<file path="src/logic/isl_pkg.sv">
// Purpose: constants for the four-instruction decode/execute slice
// Assumes: 14-bit instruction words, 8-bit data path, 7-bit file address
// Notes: opcode patterns are matched on the upper bits only
// Summary of operation
// - pattern 00 1111 d fffffff adds one to the register, no flag change.
// - increment_skip_zero skips the next instruction when the sum is zero.
// - a taken skip squashes the fetched word and runs an idle cycle.
// - target_select 0 writes accum_reg, 1 writes the addressed register.
// - pattern 00 0100 d fffffff ORs accum_reg with the register, sets Z.
// - pattern 11 00xx kkkkkkkk copies the literal into accum_reg.
// - the two don't-care bits of load_literal_acc are ignored.
// - or_literal_into_acc ORs accum_reg with an 8-bit literal into it.
// - pattern 11 1000 kkkkkkkk is or_literal_into_acc, sets Z, one cycle.
package isl_pkg;
  localparam int INSN_W = 14;
  localparam int DATA_W = 8;
  localparam int ADDR_W = 7;
  localparam int DSEL_BIT = 7;
  localparam logic [5:0] OPC_INCSKZ = 6'h0F;
  localparam logic [5:0] OPC_ORREG = 6'h04;
  localparam logic [3:0] OPC_LDLIT = 4'hC;
  localparam logic [5:0] OPC_ORLIT = 6'h38;
  localparam logic [DATA_W-1:0] ACC_RST = 8'h00;
  localparam logic [DATA_W-1:0] ONE = 8'h01;
  localparam logic [DATA_W-1:0] ZERO = 8'h00;
  typedef enum logic [4:0] {
    OP_NONE = 5'h01,
    OP_INCSKZ = 5'h02,
    OP_ORREG = 5'h04,
    OP_LDLIT = 5'h08,
    OP_ORLIT = 5'h10
  } isl_op_t;
  typedef enum logic [1:0] {
    ST_RUN = 2'h1,
    ST_IDLE = 2'h2
  } isl_state_t;
endpackage : isl_pkg

</file>
<file path="src/logic/isl_decode.sv">
// Purpose: classify an instruction word into one of four operations, or OP_NONE when no pattern matches
// Assumes: word is stable in the cycle it is presented
// Notes: purely combinational
`timescale 1ns/1ps
module isl_decode
  import isl_pkg::*;
(
  // instruction
  input wire logic [INSN_W-1:0] insn,
  // result
  output isl_op_t op
);
  always_comb begin
    if (insn[13:8] == OPC_INCSKZ) begin
      op = OP_INCSKZ;
    end else if (insn[13:8] == OPC_ORREG) begin
      op = OP_ORREG;
    end else if (insn[13:10] == OPC_LDLIT) begin
      op = OP_LDLIT;
    end else if (insn[13:8] == OPC_ORLIT) begin
      op = OP_ORLIT;
    end else begin
      op = OP_NONE;
    end
  end
endmodule : isl_decode

</file>
<file path="src/logic/isl_exec.sv">
// Purpose: execute increment-skip, OR and load-literal instructions
// Assumes: file register read data is valid combinationally for reg_addr
// Notes: one instruction per enabled cycle; accumulator and Z held here
`timescale 1ns/1ps
module isl_exec
  import isl_pkg::*;
(
  // clock and control
  input wire logic clk,
  input wire logic rst,
  input wire logic ce,
  // instruction issue
  input wire logic insn_valid,
  input wire logic [INSN_W-1:0] insn,
  // file register port
  output logic [ADDR_W-1:0] reg_addr,
  input wire logic [DATA_W-1:0] reg_rdata,
  output logic reg_we,
  output logic [DATA_W-1:0] reg_wdata,
  // core state
  output logic [DATA_W-1:0] accum_q,
  output logic result_nil_flag_q,
  output logic skip_idle,
  output logic busy_idle
);
  isl_op_t op;
  isl_state_t state_q;
  isl_state_t state_d;
  logic exec;
  logic [DATA_W-1:0] result;
  logic dest_reg;
  logic skip_take;
  logic z_upd;
  logic acc_wr;
  logic [DATA_W-1:0] lit;

  ////////////////////////////////////////////////////////////////////////
  // decode
  isl_decode u_dec (
    .insn(insn),
    .op(op)
  );

  assign exec = ce && insn_valid && (state_q == ST_RUN);
  assign lit = insn[DATA_W-1:0];
  assign reg_addr = insn[ADDR_W-1:0];
  assign dest_reg = insn[DSEL_BIT];

  ////////////////////////////////////////////////////////////////////////
  // datapath
  always_comb begin
    result = ZERO;
    z_upd = 1'b0;
    acc_wr = 1'b0;
    reg_we = 1'b0;
    skip_take = 1'b0;
    case (op)
      OP_INCSKZ: begin
        result = reg_rdata + ONE;
        skip_take = (result == ZERO);
        acc_wr = !dest_reg;
        reg_we = dest_reg;
      end
      OP_ORREG: begin
        result = accum_q | reg_rdata;
        z_upd = 1'b1;
        acc_wr = !dest_reg;
        reg_we = dest_reg;
      end
      OP_LDLIT: begin
        result = lit;
        acc_wr = 1'b1;
      end
      OP_ORLIT: begin
        result = accum_q | lit;
        z_upd = 1'b1;
        acc_wr = 1'b1;
      end
      default: begin
        result = ZERO;
      end
    endcase
    if (!exec) begin
      acc_wr = 1'b0;
      reg_we = 1'b0;
      z_upd = 1'b0;
      skip_take = 1'b0;
    end
  end
  assign reg_wdata = result;

  ////////////////////////////////////////////////////////////////////////
  // accumulator
  always_ff @(posedge clk) begin
    if (rst) begin
      accum_q <= ACC_RST;
    end else if (ce && acc_wr) begin
      accum_q <= result;
    end
  end

  // zero flag
  always_ff @(posedge clk) begin
    if (rst) begin
      result_nil_flag_q <= 1'b0;
    end else if (ce && z_upd) begin
      result_nil_flag_q <= (result == ZERO);
    end
  end

  ////////////////////////////////////////////////////////////////////////
  // skip sequencing: squash next fetched word
  always_comb begin
    case (state_q)
      ST_RUN: state_d = skip_take ? ST_IDLE : ST_RUN;
      ST_IDLE: state_d = ST_RUN;
      default: state_d = ST_RUN;
    endcase
  end

  always_ff @(posedge clk) begin
    if (rst) begin
      state_q <= ST_RUN;
    end else if (ce) begin
      state_q <= state_d;
    end
  end

  assign skip_idle = skip_take;
  assign busy_idle = (state_q == ST_IDLE);

  ////////////////////////////////////////////////////////////////////////
  // checks
  property p_inc_value;
    @(posedge clk) disable iff (rst)
      exec && op == OP_INCSKZ |-> reg_wdata == reg_rdata + ONE;
  endproperty
  a_inc_value: assert property (p_inc_value)
    else $error("increment result wrong");

  property p_inc_noflag;
    @(posedge clk) disable iff (rst)
      ce && exec && op == OP_INCSKZ |=> $stable(result_nil_flag_q);
  endproperty
  a_inc_noflag: assert property (p_inc_noflag)
    else $error("increment changed zero flag");

  property p_skip;
    @(posedge clk) disable iff (rst)
      ce && exec && op == OP_INCSKZ && reg_rdata == 8'hFF |=> busy_idle;
  endproperty
  a_skip: assert property (p_skip)
    else $error("skip not taken on zero");

  property p_noskip;
    @(posedge clk) disable iff (rst)
      ce && exec && op == OP_INCSKZ && reg_rdata != 8'hFF |=> !busy_idle;
  endproperty
  a_noskip: assert property (p_noskip)
    else $error("skip taken on nonzero");

  property p_idle;
    @(posedge clk) disable iff (rst)
      busy_idle |-> !reg_we && !acc_wr && !z_upd;
  endproperty
  a_idle: assert property (p_idle)
    else $error("squashed word had effect");

  property p_idle_one;
    @(posedge clk) disable iff (rst)
      ce && busy_idle |=> !busy_idle;
  endproperty
  a_idle_one: assert property (p_idle_one)
    else $error("idle cycle lasted too long");

  property p_dest;
    @(posedge clk) disable iff (rst)
      exec && (op == OP_ORREG || op == OP_INCSKZ)
        |-> reg_we == dest_reg && acc_wr == !dest_reg;
  endproperty
  a_dest: assert property (p_dest)
    else $error("wrong destination");

  property p_orreg;
    @(posedge clk) disable iff (rst)
      ce && exec && op == OP_ORREG && !dest_reg
        |=> accum_q == ($past(accum_q) | $past(reg_rdata))
            && result_nil_flag_q == (accum_q == ZERO);
  endproperty
  a_orreg: assert property (p_orreg)
    else $error("or with register wrong");

  property p_ldlit;
    @(posedge clk) disable iff (rst)
      ce && exec && op == OP_LDLIT
        |=> accum_q == $past(lit) && $stable(result_nil_flag_q);
  endproperty
  a_ldlit: assert property (p_ldlit)
    else $error("load literal wrong");

  property p_dontcare;
    @(posedge clk) disable iff (rst)
      insn[13:10] == OPC_LDLIT |-> op == OP_LDLIT;
  endproperty
  a_dontcare: assert property (p_dontcare)
    else $error("don't care bits affect decode");

  property p_orlit;
    @(posedge clk) disable iff (rst)
      ce && exec && op == OP_ORLIT
        |=> accum_q == ($past(accum_q) | $past(lit))
            && result_nil_flag_q == (accum_q == ZERO);
  endproperty
  a_orlit: assert property (p_orlit)
    else $error("or literal wrong");

  property p_orlit_dec;
    @(posedge clk) disable iff (rst)
      insn[13:8] == OPC_ORLIT |-> op == OP_ORLIT;
  endproperty
  a_orlit_dec: assert property (p_orlit_dec)
    else $error("or literal not decoded");

  property p_zflag;
    @(posedge clk) disable iff (rst)
      ce && z_upd |=> result_nil_flag_q == ($past(result) == ZERO);
  endproperty
  a_zflag: assert property (p_zflag)
    else $error("zero flag wrong");

  c_skip: cover property (@(posedge clk) disable iff (rst)
    skip_take ##1 busy_idle);
  c_orreg_f: cover property (@(posedge clk) disable iff (rst)
    exec && op == OP_ORREG && dest_reg);
  c_orlit_z: cover property (@(posedge clk) disable iff (rst)
    exec && op == OP_ORLIT && result == ZERO);
  c_ldlit_x: cover property (@(posedge clk) disable iff (rst)
    exec && op == OP_LDLIT && insn[9:8] != 2'h0);
endmodule : isl_exec

</file>
<file path="config.mk">
export PLATFORM = sky130hd
export DESIGN_NAME = isl_exec
export DESIGN_NICKNAME = d
export VERILOG_FILES = /design/src/logic/isl_pkg.sv /design/src/logic/isl_decode.sv /design/src/logic/isl_exec.sv
export SDC_FILE = /design/constraint.sdc
export NUM_CORES = 1
export LEC_CHECK = 0
export ABC_AREA = 0
export BUFFER_PORTS_ARGS = -buffer_cell sky130_fd_sc_hd__buf_4
export CAP_MARGIN = 20
export CORE_ASPECT_RATIO = 0.9
export CORE_MARGIN = 2
export CORE_UTILIZATION = 40
export DETAILED_ROUTE_END_ITERATION = 8
export PLACE_DENSITY = 0.71
export SKIP_CTS_REPAIR_TIMING = 1
export SYNTH_ARGS = -nofsm -noshare
export SYNTH_HDL_FRONTEND = slang
export SYNTH_SLANG_ARGS = --single-unit
</file>
<file path="constraint.sdc">
create_clock -name clk -period 2.63 [get_ports clk]
set_clock_uncertainty 0.2 [all_clocks]
set_input_delay 0.1315 -clock clk [delete_from_list [all_inputs] [get_ports clk]]
set_output_delay 0.1315 -clock clk [all_outputs]
set_load 0.1 [all_outputs]
</file>
== Word level (Yosys, flattened, before mapping) ==
Cells that the tools add are included.

* Bits in registers: 11
* Input bits: 26

* Add/subtract/negate cells: 1
* Equal/unequal tests: 10
* Multiplexer cells: 15
* Bitwise gates (word level): 2
* Reduce and logical (&&, ||, !) cells: 10

{| class="wikitable"
|+ Operators with widths
! kind !! number
|-
| $pmux 8 s4 || 1
|-
| $mux 5 || 4
|-
| $logic_not 8->1 || 2
|-
| $or 8x8->8 || 2
|-
| $add 8x1->8 const B || 1
|-
| $mux 1 || 7
|-
| $eq 6x3->1 const B || 1
|-
| $eq 6x4->1 const B || 1
|-
| $eq 6x6->1 const B || 1
|-
| $reduce_or 2->1 || 3
|-
| $eq 5x2->1 const B || 1
|-
| $eq 5x3->1 const B || 1
|-
| $eq 5x4->1 const B || 1
|-
| $eq 5x5->1 const B || 1
|-
| $eq 4x4->1 const B || 1
|-
| $logic_and 1x1->1 || 4
|-
| $mux 2 || 2
|-
| $eq 2x1->1 const B || 1
|-
| $eq 2x2->1 const B || 1
|-
| $pmux 1 s2 || 1
|-
| $logic_not 1->1 || 1
|}

== Depth between registers and ports, before layout ==
Gate-level depths: netlist of the first run.

* Depth in word-level cells: 10
* Depth in mapped cells: 7
* Gate-level depth less buffers: 6

== By module ==
A second synthesis of the first run with hierarchy kept.

* Cells, all modules: 140
* Area total of the unflattened synthesis: 1,112.3 um2

{| class="wikitable"
|+ By module, submodules not included
! module !! instances !! cells an instance !! area each (um2)
|-
| isl_exec || 1 || 126 || 1,044.8
|-
| isl_decode || 1 || 14 || 67.6
|}

== Least setup slack after synthesis of the first run ==
OpenSTA, ideal clock, no wires.

* Path kind: reg-to-reg
* Start: register accum_q[2]
* End: register result_nil_flag_q
* Setup time: 0.203 ns
* Arrival: 3.049 ns
* Required time: 2.227 ns
* Setup slack: -0.822 ns
* Cell stages (with the launch flop): 5
* Buffers on the path: 0
* Period minus slack after synthesis: 3.452 ns
* Cells stage by stage: dfxtp_1 a21oi_1 o221ai_1 or4_1 o31ai_2

* Word-level cells in the longest chain between the ends: 3
* Elaborated cells on any way between the ends: 4
* Those cells by class: mux (1); bitwise (2); reduce/logical (1)

{| class="wikitable"
|+ RTL lines
! item !! RTL line !! source
|-
| from (decl) || isl_exec.sv:21 || <nowiki>output logic [DATA_W-1:0] accum_q,</nowiki>
|-
| from (signal assigned) || isl_exec.sv:98 || <nowiki>accum_q <= result;</nowiki>
|-
| $or 8x8->8, on equally long branches || isl_exec.sv:75, isl_exec.sv:65 ||
|-
| $pmux 8 s4 * || isl_exec.sv:57 || <nowiki>case (op)</nowiki>
|-
| named net reg_wdata[2] || isl_exec.sv:19 || <nowiki>output logic [DATA_W-1:0] reg_wdata,</nowiki>
|-
| $logic_not 8->1 * || isl_exec.sv:107 || <nowiki>result_nil_flag_q <= (result == ZERO);</nowiki>
|-
| to (signal assigned) || isl_exec.sv:107 ||
|-
| to (decl) || isl_exec.sv:22 || <nowiki>output logic result_nil_flag_q,</nowiki>
|}

The timed path passes the listed nets; every way through them passes the cells marked *.
A chain may end at the register's enable or synchronous reset.

== Final worst setup path of the first run ==
* Start: input port insn[13]
* End: output port reg_wdata[7]

* Word-level cells in the longest chain between the ends: 7
* Elaborated cells on any way between the ends: 13
* Those cells by class: eq/ne (8); mux (5)

{| class="wikitable"
|+ RTL lines
! item !! RTL line !! source
|-
| from (decl) || isl_exec.sv:14 || <nowiki>input wire logic [INSN_W-1:0] insn,</nowiki>
|-
| $eq 6x6->1 || isl_decode.sv:20 || <nowiki>end else if (insn[13:8] == OPC_ORLIT) begin</nowiki>
|-
| $mux 5 || isl_decode.sv:20 ||
|-
| $mux 5 || isl_decode.sv:18 || <nowiki>end else if (insn[13:10] == OPC_LDLIT) begin</nowiki>
|-
| $mux 5 || isl_decode.sv:16 || <nowiki>end else if (insn[13:8] == OPC_ORREG) begin</nowiki>
|-
| $mux 5 * || isl_decode.sv:14 || <nowiki>if (insn[13:8] == OPC_INCSKZ) begin</nowiki>
|-
| $eq 5x5->1, or another cell as far along || isl_exec.sv:57 ||
|-
| $pmux 8 s4 * || isl_exec.sv:57 ||
|-
| to (decl) || isl_exec.sv:19 ||
|}

Mark *: on every way between the ends. The rest lies on a longest branch, timed or not.

==> results_dict.tcl, run 1 <==
set metrics [dict create \
    wl_per_cell_um 15.5 \
    die_y_um 51.6 \
    clk_path_buf_depth 2 \
    yosysWarnings 0 \
    ant_nets 0 \
    grtUsageTotal_pct 21.7 \
    crit_path_top_delay_cell "or4_2" \
    worstPathRequired_ps 2300 \
    syn_avg_cell_area_um2 7.75 \
    leakagePower_uw 0.000656 \
    grt_pass1_wl_um 5050 \
    cpLargestDelayFamily "simple AND/OR/NAND/NOR gates" \
    drc 0 \
    antenna-diode-count 0 \
    hold_depth 3 \
    port_buffers 52 \
    layout_commonest_cell "buf_4" \
    cts_root_buf "clkbuf_4" \
    synth_edf_count 0 \
    detailed_place_hpwl_um 2580 \
    timing.fmax_ghz 0.439 \
    period_needed_ps 2280 \
    via_per_inst 5.74 \
    min_path_type "input port to flop" \
    synthesis.nets 158 \
    cts_made_buffers 3 \
    grt_max_degree 11 \
    num-nets-final 207 \
    grt_antenna_before_repair 0 \
    grtUsageMet2_pct 35.8 \
    grt_most_used_layer "met2" \
    grt-ovfl-total 0 \
    synth_top_area_share_pct 21.9 \
    cp_cell_sequence "buf_4, or3b_4, or4_2, o211ai_1, a21o_1, buf_4" \
    placedCellCount 198 \
    wl_um 3200 \
    fin_crit_sh_pct 86.6 \
    critical_path_class "input port to output port" \
    drive_gt1_share_pct 40.4 \
    crit_top_cell "buf_4" \
    pwr_density_cell_nw_per_um2 349 \
    status "finished with violations" \
    dieArea_um2 2940 \
    fin_util_pct 60.1 \
    die_w_um 56.9 \
    clock_latency_ps 260 \
    io_pins 53 \
    maxCapViolations 0 \
    syn_area_um2 1010 \
    vias 1182 \
    timing.hold.ws_ps -14.5 \
    design.core.area_um2 2420 \
    clk_pin_slew_ps 70 \
    synth_cell_types 47 \
    start_kind "input port" \
    maxSlewViolCount 0 \
    ir_drop_v 0.000320 \
    end_kind "output port" \
    worst_r2r_path_depth 6 \
    slew_headroom_pct 58.4 \
    cp.depth 6 \
    worst_pin_slew_ps 620 \
    finalHoldViolCount 1 \
    cp_data_arrival_time_ps 1950 \
    synthesis.instances 130 \
    row_count 17 \
    critPathMaxFanout 5 \
    synth-seq-cells 11 \
    drtIter0Drc 30 \
    seq_area_frac_synth_pct 21.9 \
    postLayoutCellArea_um2 1460 \
    firstDrtPassIters 4 \
    cts.htree.levels 1 \
    violations "negative hold slack" \
    dpl-instance-area_um2 1390 \
    synth.largest_area_cell "dfxtp_1" \
    cts.sink_count 11 \
    rsz0062_at_grt "no" \
    crit_buf_inv 2 \
    synth_flop_cell "dfxtp_1" \
    routabilityCongestion 0.862 \
    grt_use_met1_pct 30.2 \
    final_cells 206 \
    floorplan.initialDensity_pct 41.5 \
    pre_cts_ws_ps 362 \
    setup_tns_ps 0 \
    cts_tree "built" \
    synth_area_leaders "dfxtp_1 (22%), nand3_1 (6.0%), buf_4 (5.2%)" \
    grt_use_met3_pct 3.23 \
    async_flop_share_pct 0 \
    fin_ws_ps 352 \
    finalSetupViolations 0 \
    timing.critical_path.slowest_cell_delay_ps 670 \
    grt_pass1_vias 1042 \
    final_cell_mix "buf_4 (52), nor2_1 (14), nand3_1 (12)" \
    areaGrowthSynthToFinish_pct 44.6 \
]
sequential cells by signal, indices dropped and copies added (netlist names):
| register | flops |
|---|---|
| accum_q | 8 |
| state_q | 2 |
| result_nil_flag_q | 1 |
worst min-delay path: cells and delay by family:
family                 cells  cell delay (ps)
AO/OA/AOI/OAI              1               70
buffers and inverters      1              120
AND/OR/NAND/NOR            1               70
final timing paths:
check	startpoint	endpoint	slack [ps]
worst max-delay path	insn[13]	reg_wdata[7]	350
worst min-delay path	insn[5]	accum_q[5]	-10
worst max register to register	state_q[1]	state_q[1]	560
worst min register to register	result_nil_flag_q	result_nil_flag_q	300
layer usage:
metal	vias up	part of all wire [%]
met5	-	0
met4	0	0
met3	0	7.8
met2	58	50
met1	540	42
li1	584	-
where the power goes:
part / internal, uW / total, uW / switching, uW
clock: 58.5 / 112 / 53.0
combinational: 69.1 / 226 / 157
sequential: 169 / 171 / 2.18
layout make-up:
cell class	instances	area [um2]
fill	222	968
timing repair buffer	56	430
clock buffer	4	26.3
tap	28	35.0
sequential	11	220
multi-input combinational	103	729
inverter	4	15.0
per-stage QoR:
step	power, uW	hold slack, ps
6_report	509	-14.5
5_1_grt	539	2.58
4_1_cts	511	-79.0
3_5_place_dp	396	202
3_3_place_gp	394	193
2_1_floorplan	330	106
cell usage after synthesis, types with 2 or more instances:
cell / number
nor2_1: 14
nand3_1: 12
dfxtp_1: 11
a21oi_1: 10
buf_4: 7
nor3_1: 7
o221ai_1: 6
nand2_1: 5
inv_1: 4
xnor2_1: 4
nand2b_1: 3
o211ai_1: 3
a211oi_1: 2
a21o_1: 2
clkbuf_1: 2
ha_1: 2
nor3b_1: 2
o21ai_1: 2
or2_2: 2
or4_1: 2
xor2_1: 2
cells by family (layout without fill, tap and decap cells):
kind of cell	after synthesis	count (layout)	share of synthesized area (%)
multiplexers	1	1	1.12
XOR/XNOR	6	6	5.22
adder cells (fa/ha/maj)	2	2	2.48
flip-flops	11	11	21.9
AND/OR/NAND/NOR	61	61	35.9
buffers and inverters	16	64	9.44
AO/OA/AOI/OAI	33	33	24.0
(Power assumes the default switching activity.)
==> run 2: changes to the inputs <==
- GPL_ROUTABILITY_DRIVEN: default -> 1
- MAX_ROUTING_LAYER: default -> met4
==> run 2 against run 1 <==
The run still ends with negative hold slack left. Die area did not move. First-iteration DRC count down 3.3%. Clock power barely moved. Utilization did not move. Hold slack worse by 7.9 ps. Combinational power about the same. Flip-flop and latch count unchanged. Critical path depth is the same. Global-route usage is 0.58 points higher.
==> results_dict.tcl, run 2 (synthesized netlist as in run 1, its figures left out) <==
set metrics [dict create \
    worstPathRequired_ps 2300 \
    cts_root_buf "clkbuf_4" \
    maxCapViolations 0 \
    detailed_place_hpwl_um 2580 \
    fillers 222 \
    grt-ovfl-total 0 \
    violations "negative hold slack" \
    rsz0062_at_grt "no" \
    dpl-instance-area_um2 1390 \
    rr_startpoint "state_q[1]" \
    firstDrtPassIters 4 \
    timing.fmax_ghz 0.439 \
    wl_per_cell_um 15.6 \
    wl_um 3220 \
    die_w_um 56.9 \
    largest-register "accum_q" \
    hold_depth 3 \
    cts_made_buffers 3 \
    grtUsageTotal_pct 22.3 \
    top_regs "accum_q: 8 flops, state_q: 2 flops, result_nil_flag_q: 1 flops" \
    maxSlewViolCount 0 \
    pwr_density_cell_nw_per_um2 352 \
    io_pins 53 \
    ff_latch_area_um2 220 \
    start_kind "input port" \
    clk_path_buf_depth 2 \
    cp_cell_sequence "buf_4, or3b_4, or4_2, o211ai_1, a21o_1, buf_4" \
    row_count 17 \
    period_needed_ps 2280 \
    die_y_um 51.6 \
    setup_tns_ps 0 \
    drive_gt1_share_pct 40.4 \
    timing.rr.end "state_q[1]" \
    worst_r2r_path_depth 6 \
    worst_pin_slew_ps 631 \
    cts.sink_count 11 \
    layout_commonest_cell "buf_4" \
    port_buffers 52 \
    grt_pass1_vias 1041 \
    cts_tree "built" \
    end_kind "output port" \
    areaGrowthSynthToFinish_pct 44.6 \
    clk_pin_slew_ps 70 \
    floorplan.initialDensity_pct 41.5 \
    whs_endpoint "accum_q[5]" \
    cp_data_arrival_time_ps 1940 \
    grt_max_degree 11 \
    ant_nets 0 \
    antenna-diode-count 0 \
    timing.hold.ws_ps -22.5 \
    drc 0 \
    dieArea_um2 2940 \
    grt_pass1_wl_um 5050 \
    reg2reg_slack_ps 550 \
    postLayoutCellArea_um2 1460 \
    leakagePower_uw 0.000656 \
    finalSetupViolations 0 \
    vias 1182 \
    critPathMaxFanout 5 \
    routabilityCongestion 0.876 \
    timing.critical_path.slowest_cell_delay_ps 670 \
    cts.htree.levels 1 \
    drtIter0Drc 29 \
    ir_drop_v 0.000328 \
    fin_crit_sh_pct 86.5 \
    final_cell_mix "buf_4 (52), nor2_1 (14), nand3_1 (12)" \
    slew_headroom_pct 57.6 \
    status "finished with violations" \
    clock_latency_ps 260 \
    crit_path_top_delay_cell "or4_2" \
    num-nets-final 207 \
    largest_register_ffs 8 \
    placedCellCount 198 \
    crit_top_cell "buf_4" \
    min_from "insn[5]" \
    fin_ws_ps 354 \
    via_per_inst 5.74 \
    design.core.area_um2 2420 \
    finalHoldViolCount 1 \
    grt_antenna_before_repair 0 \
    min_path_type "input port to flop" \
    critical_path_class "input port to output port" \
    final_cells 206 \
    multiInputGateArea_um2 729 \
    pre_cts_ws_ps 362 \
]
==> run 2: metrics by stage <==
step / util (%) / power [uW]
floorplan: - / 330
global placement: 57.3 / 394
detailed placement: 57.3 / 396
CTS: 58.4 / 511
global route: 60.1 / 539
finish: 60.1 / 513
==> run 2: worst max-delay path: cells and delay by family <==
family                 cells  cell delay (ps)
buffers and inverters      2              410
AO/OA/AOI/OAI              2              310
AND/OR/NAND/NOR            2             1090
==> run 2: report_power, final <==
group          switching, uW  internal (uW)
combinational            157           69.1
sequential              2.19            169
clock                   56.6           58.6
==> run 2: cell type report <==
class	count	share of cell area [%]
Inverter	4	1.03
Clock buffer	4	1.80
Tap cell	28	2.41
Sequential cell	11	15.1
Timing Repair Buffer	56	29.6
Multi-Input combinational cell	103	50.1
==> run 2: metal layers <==
layer | vias to the layer above | GRT usage (%) | wire length (um)
met5 | - | - | 0
met4 | 0 | 4.26 | 10
met3 | 2 | 3.23 | 222
met2 | 55 | 35.8 | 1610
met1 | 544 | 30.2 | 1380
li1 | 581 | - | -
==> run 2: worst max-delay path by stage <==
stage          startpoint           endpoint  slack [ps]  cells past startpoint
2_1_floorplan  accum_q[2]  result_nil_flag_q        -100                      4
3_3_place_gp     insn[13]       reg_wdata[7]         390                      6
3_5_place_dp     insn[13]       reg_wdata[7]         360                      6
4_1_cts          insn[13]       reg_wdata[7]         360                      6
5_1_grt          insn[13]       reg_wdata[7]         310                      6
6_report         insn[13]       reg_wdata[7]         350                      6
==> run 3: changes to the inputs <==
- CORE_MARGIN: 2 -> default
- PLACE_DENSITY: 0.71 -> default
- PLACE_DENSITY_LB_ADDON: default -> 0.1
==> run 3 against run 2 <==
The run now ends clean. Flip-flop and latch count unchanged. Critical path depth unchanged. Critical path type unchanged. Combinational power about the same. Die area decreased by 7.3%. Wire length decreased by 1.2%. Largest cell class unchanged.
==> results_dict.tcl, run 3 (synthesized netlist as in run 1, its figures left out) <==
set metrics [dict create \
    status "completed" \
    whs_endpoint "accum_q[5]" \
    end_kind "output port" \
    port_buffers 52 \
    internal-power_uw 294 \
    ir_drop_v 0.000341 \
    drtIter0Drc 38 \
    worst_r2r_path_depth 4 \
    ant_nets 0 \
    leakagePower_uw 0.000647 \
    slew_headroom_pct 59.2 \
    fin_ws_ps 371 \
    period_needed_ps 2260 \
    die_w_um 54.9 \
    reg2reg_slack_ps 920 \
    sw_frac_of_total_pct 43.4 \
    fin_util_pct 62.9 \
    seqPwrFrac_pct 32.9 \
    final_cell_mix "buf_4 (52), nor2_1 (14), nand3_1 (12)" \
    antenna-diode-count 0 \
    layout_commonest_cell "buf_4" \
    maxSlewViolCount 0 \
    vias 1195 \
    timing.fmax_ghz 0.443 \
    io_pins 53 \
    cts_made_buffers 3 \
    power_frac_comb_pct 43.4 \
    cts.htree.levels 1 \
    critical_path_class "input port to output port" \
    crit_top_cell "buf_4" \
    drc 0 \
    cts_tree "built" \
    detailed_place_hpwl_um 2520 \
    grtUsageTotal_pct 25.0 \
    cts.sink_count 11 \
    start_kind "input port" \
    dieArea_um2 2720 \
    worstPathRequired_ps 2300 \
    rsz0062_at_grt "no" \
    min_path_type "input port to flop" \
    timing.critical_path.slowest_cell_delay_ps 660 \
    wl_um 3180 \
    timing.rr.end "result_nil_flag_q" \
    largest-register "accum_q" \
    routabilityCongestion 0.880 \
    crit_path_top_delay_cell "or4_2" \
    grt_pass1_vias 1072 \
    critPathMaxFanout 5 \
    top_regs "accum_q: 8 flops, state_q: 2 flops, result_nil_flag_q: 1 flops" \
    min_from "insn[5]" \
    pwr_density_cell_nw_per_um2 361 \
    hold_depth 3 \
    finalSetupViolations 0 \
    clkPwrFrac_pct 23.7 \
    floorplan.initialDensity_pct 44.1 \
    areaGrowthSynthToFinish_pct 42.6 \
    rr_startpoint "accum_q[3]" \
    clk_pin_slew_ps 70 \
    setup_tns_ps 0 \
    fin_crit_sh_pct 85.9 \
    via_per_inst 5.89 \
    die_y_um 49.6 \
    cts_root_buf "clkbuf_4" \
    grt_antenna_before_repair 0 \
    firstDrtPassIters 4 \
    wl_per_cell_um 15.7 \
    clk_path_buf_depth 2 \
    worst_pin_slew_ps 607 \
    clock_latency_ps 290 \
    drive_gt1_share_pct 41.5 \
    finalHoldViolCount 0 \
    p_sw_uw 225 \
    cp_cell_sequence "buf_4, or3b_4, or4_2, o211ai_1, a21o_1, buf_4" \
    grt_pass1_wl_um 4760 \
    grt-ovfl-total 0 \
    largest_register_ffs 8 \
    placedCellCount 197 \
    maxCapViolations 0 \
    grt_max_degree 11 \
    pre_cts_ws_ps 371 \
    num-nets-final 205 \
    final_cells 203 \
    design.core.area_um2 2280 \
    row_count 16 \
    cp_data_arrival_time_ps 1930 \
]
==> run 3: changes by cell type in the layout (fill, tap and decap cells not counted) <==
cell           delta
dlygate4sd3_1     -2
clkbuf_1          -1
clkinv_2          +1
==> run 3: power by group through the flow <==
stage / Combinational, uW / Sequential [uW] / Clock (uW)
3_5_place_dp: 222 / 175 / 0
4_1_cts: 222 / 171 / 125
2_1_floorplan: 139 / 192 / 0
3_3_place_gp: 219 / 175 / 0
5_1_grt: 236 / 171 / 132
6_report: 225 / 171 / 123
==> run 3: layout make-up <==
cell class,instances,area (um2)
multi-input combinational,103,729
timing repair buffer,54,410
clock buffer,3,22.5
tap,27,33.8
clock inverter,1,5.00
fill,221,846
sequential,11,220
inverter,4,15.0
==> run 3: metrics by stage <==
step	area (um2)	hold slack [ps]	power [uW]
2_1_floorplan	1040	106	330
6_report	1440	0.845	519
4_1_cts	1420	-94.0	518
5_1_grt	1440	1.56	539
3_5_place_dp	1390	203	396
3_3_place_gp	1390	193	393
==> run 3: per-layer routing <==
layer	wire (um)	GRT usage (%)	up-vias
li1	-	-	575
met1	1330	30.2	547
met2	1560	42.4	62
met3	240	4.94	11
met4	49	4.58	0
met5	0	-	-
==> run 3: critical path, delay by kind of cell <==
kind | cells | cell delay, ps
and+or+nand+nor | 2 | 1080
buffers and inverters | 2 | 410
AOI/OAI and AO/OA | 2 | 300
==> run 3: worst max path at each step <==
stage	startpoint	to	slack (ps)	cells past startpoint
after detailed placement	insn[13]	reg_wdata[7]	370	6
after CTS	insn[13]	reg_wdata[7]	370	6
after floorplan	accum_q[2]	result_nil_flag_q	-100	4
after global routing	insn[13]	reg_wdata[7]	300	6
final	insn[13]	reg_wdata[7]	370	6
after global placement	insn[13]	reg_wdata[7]	390	6
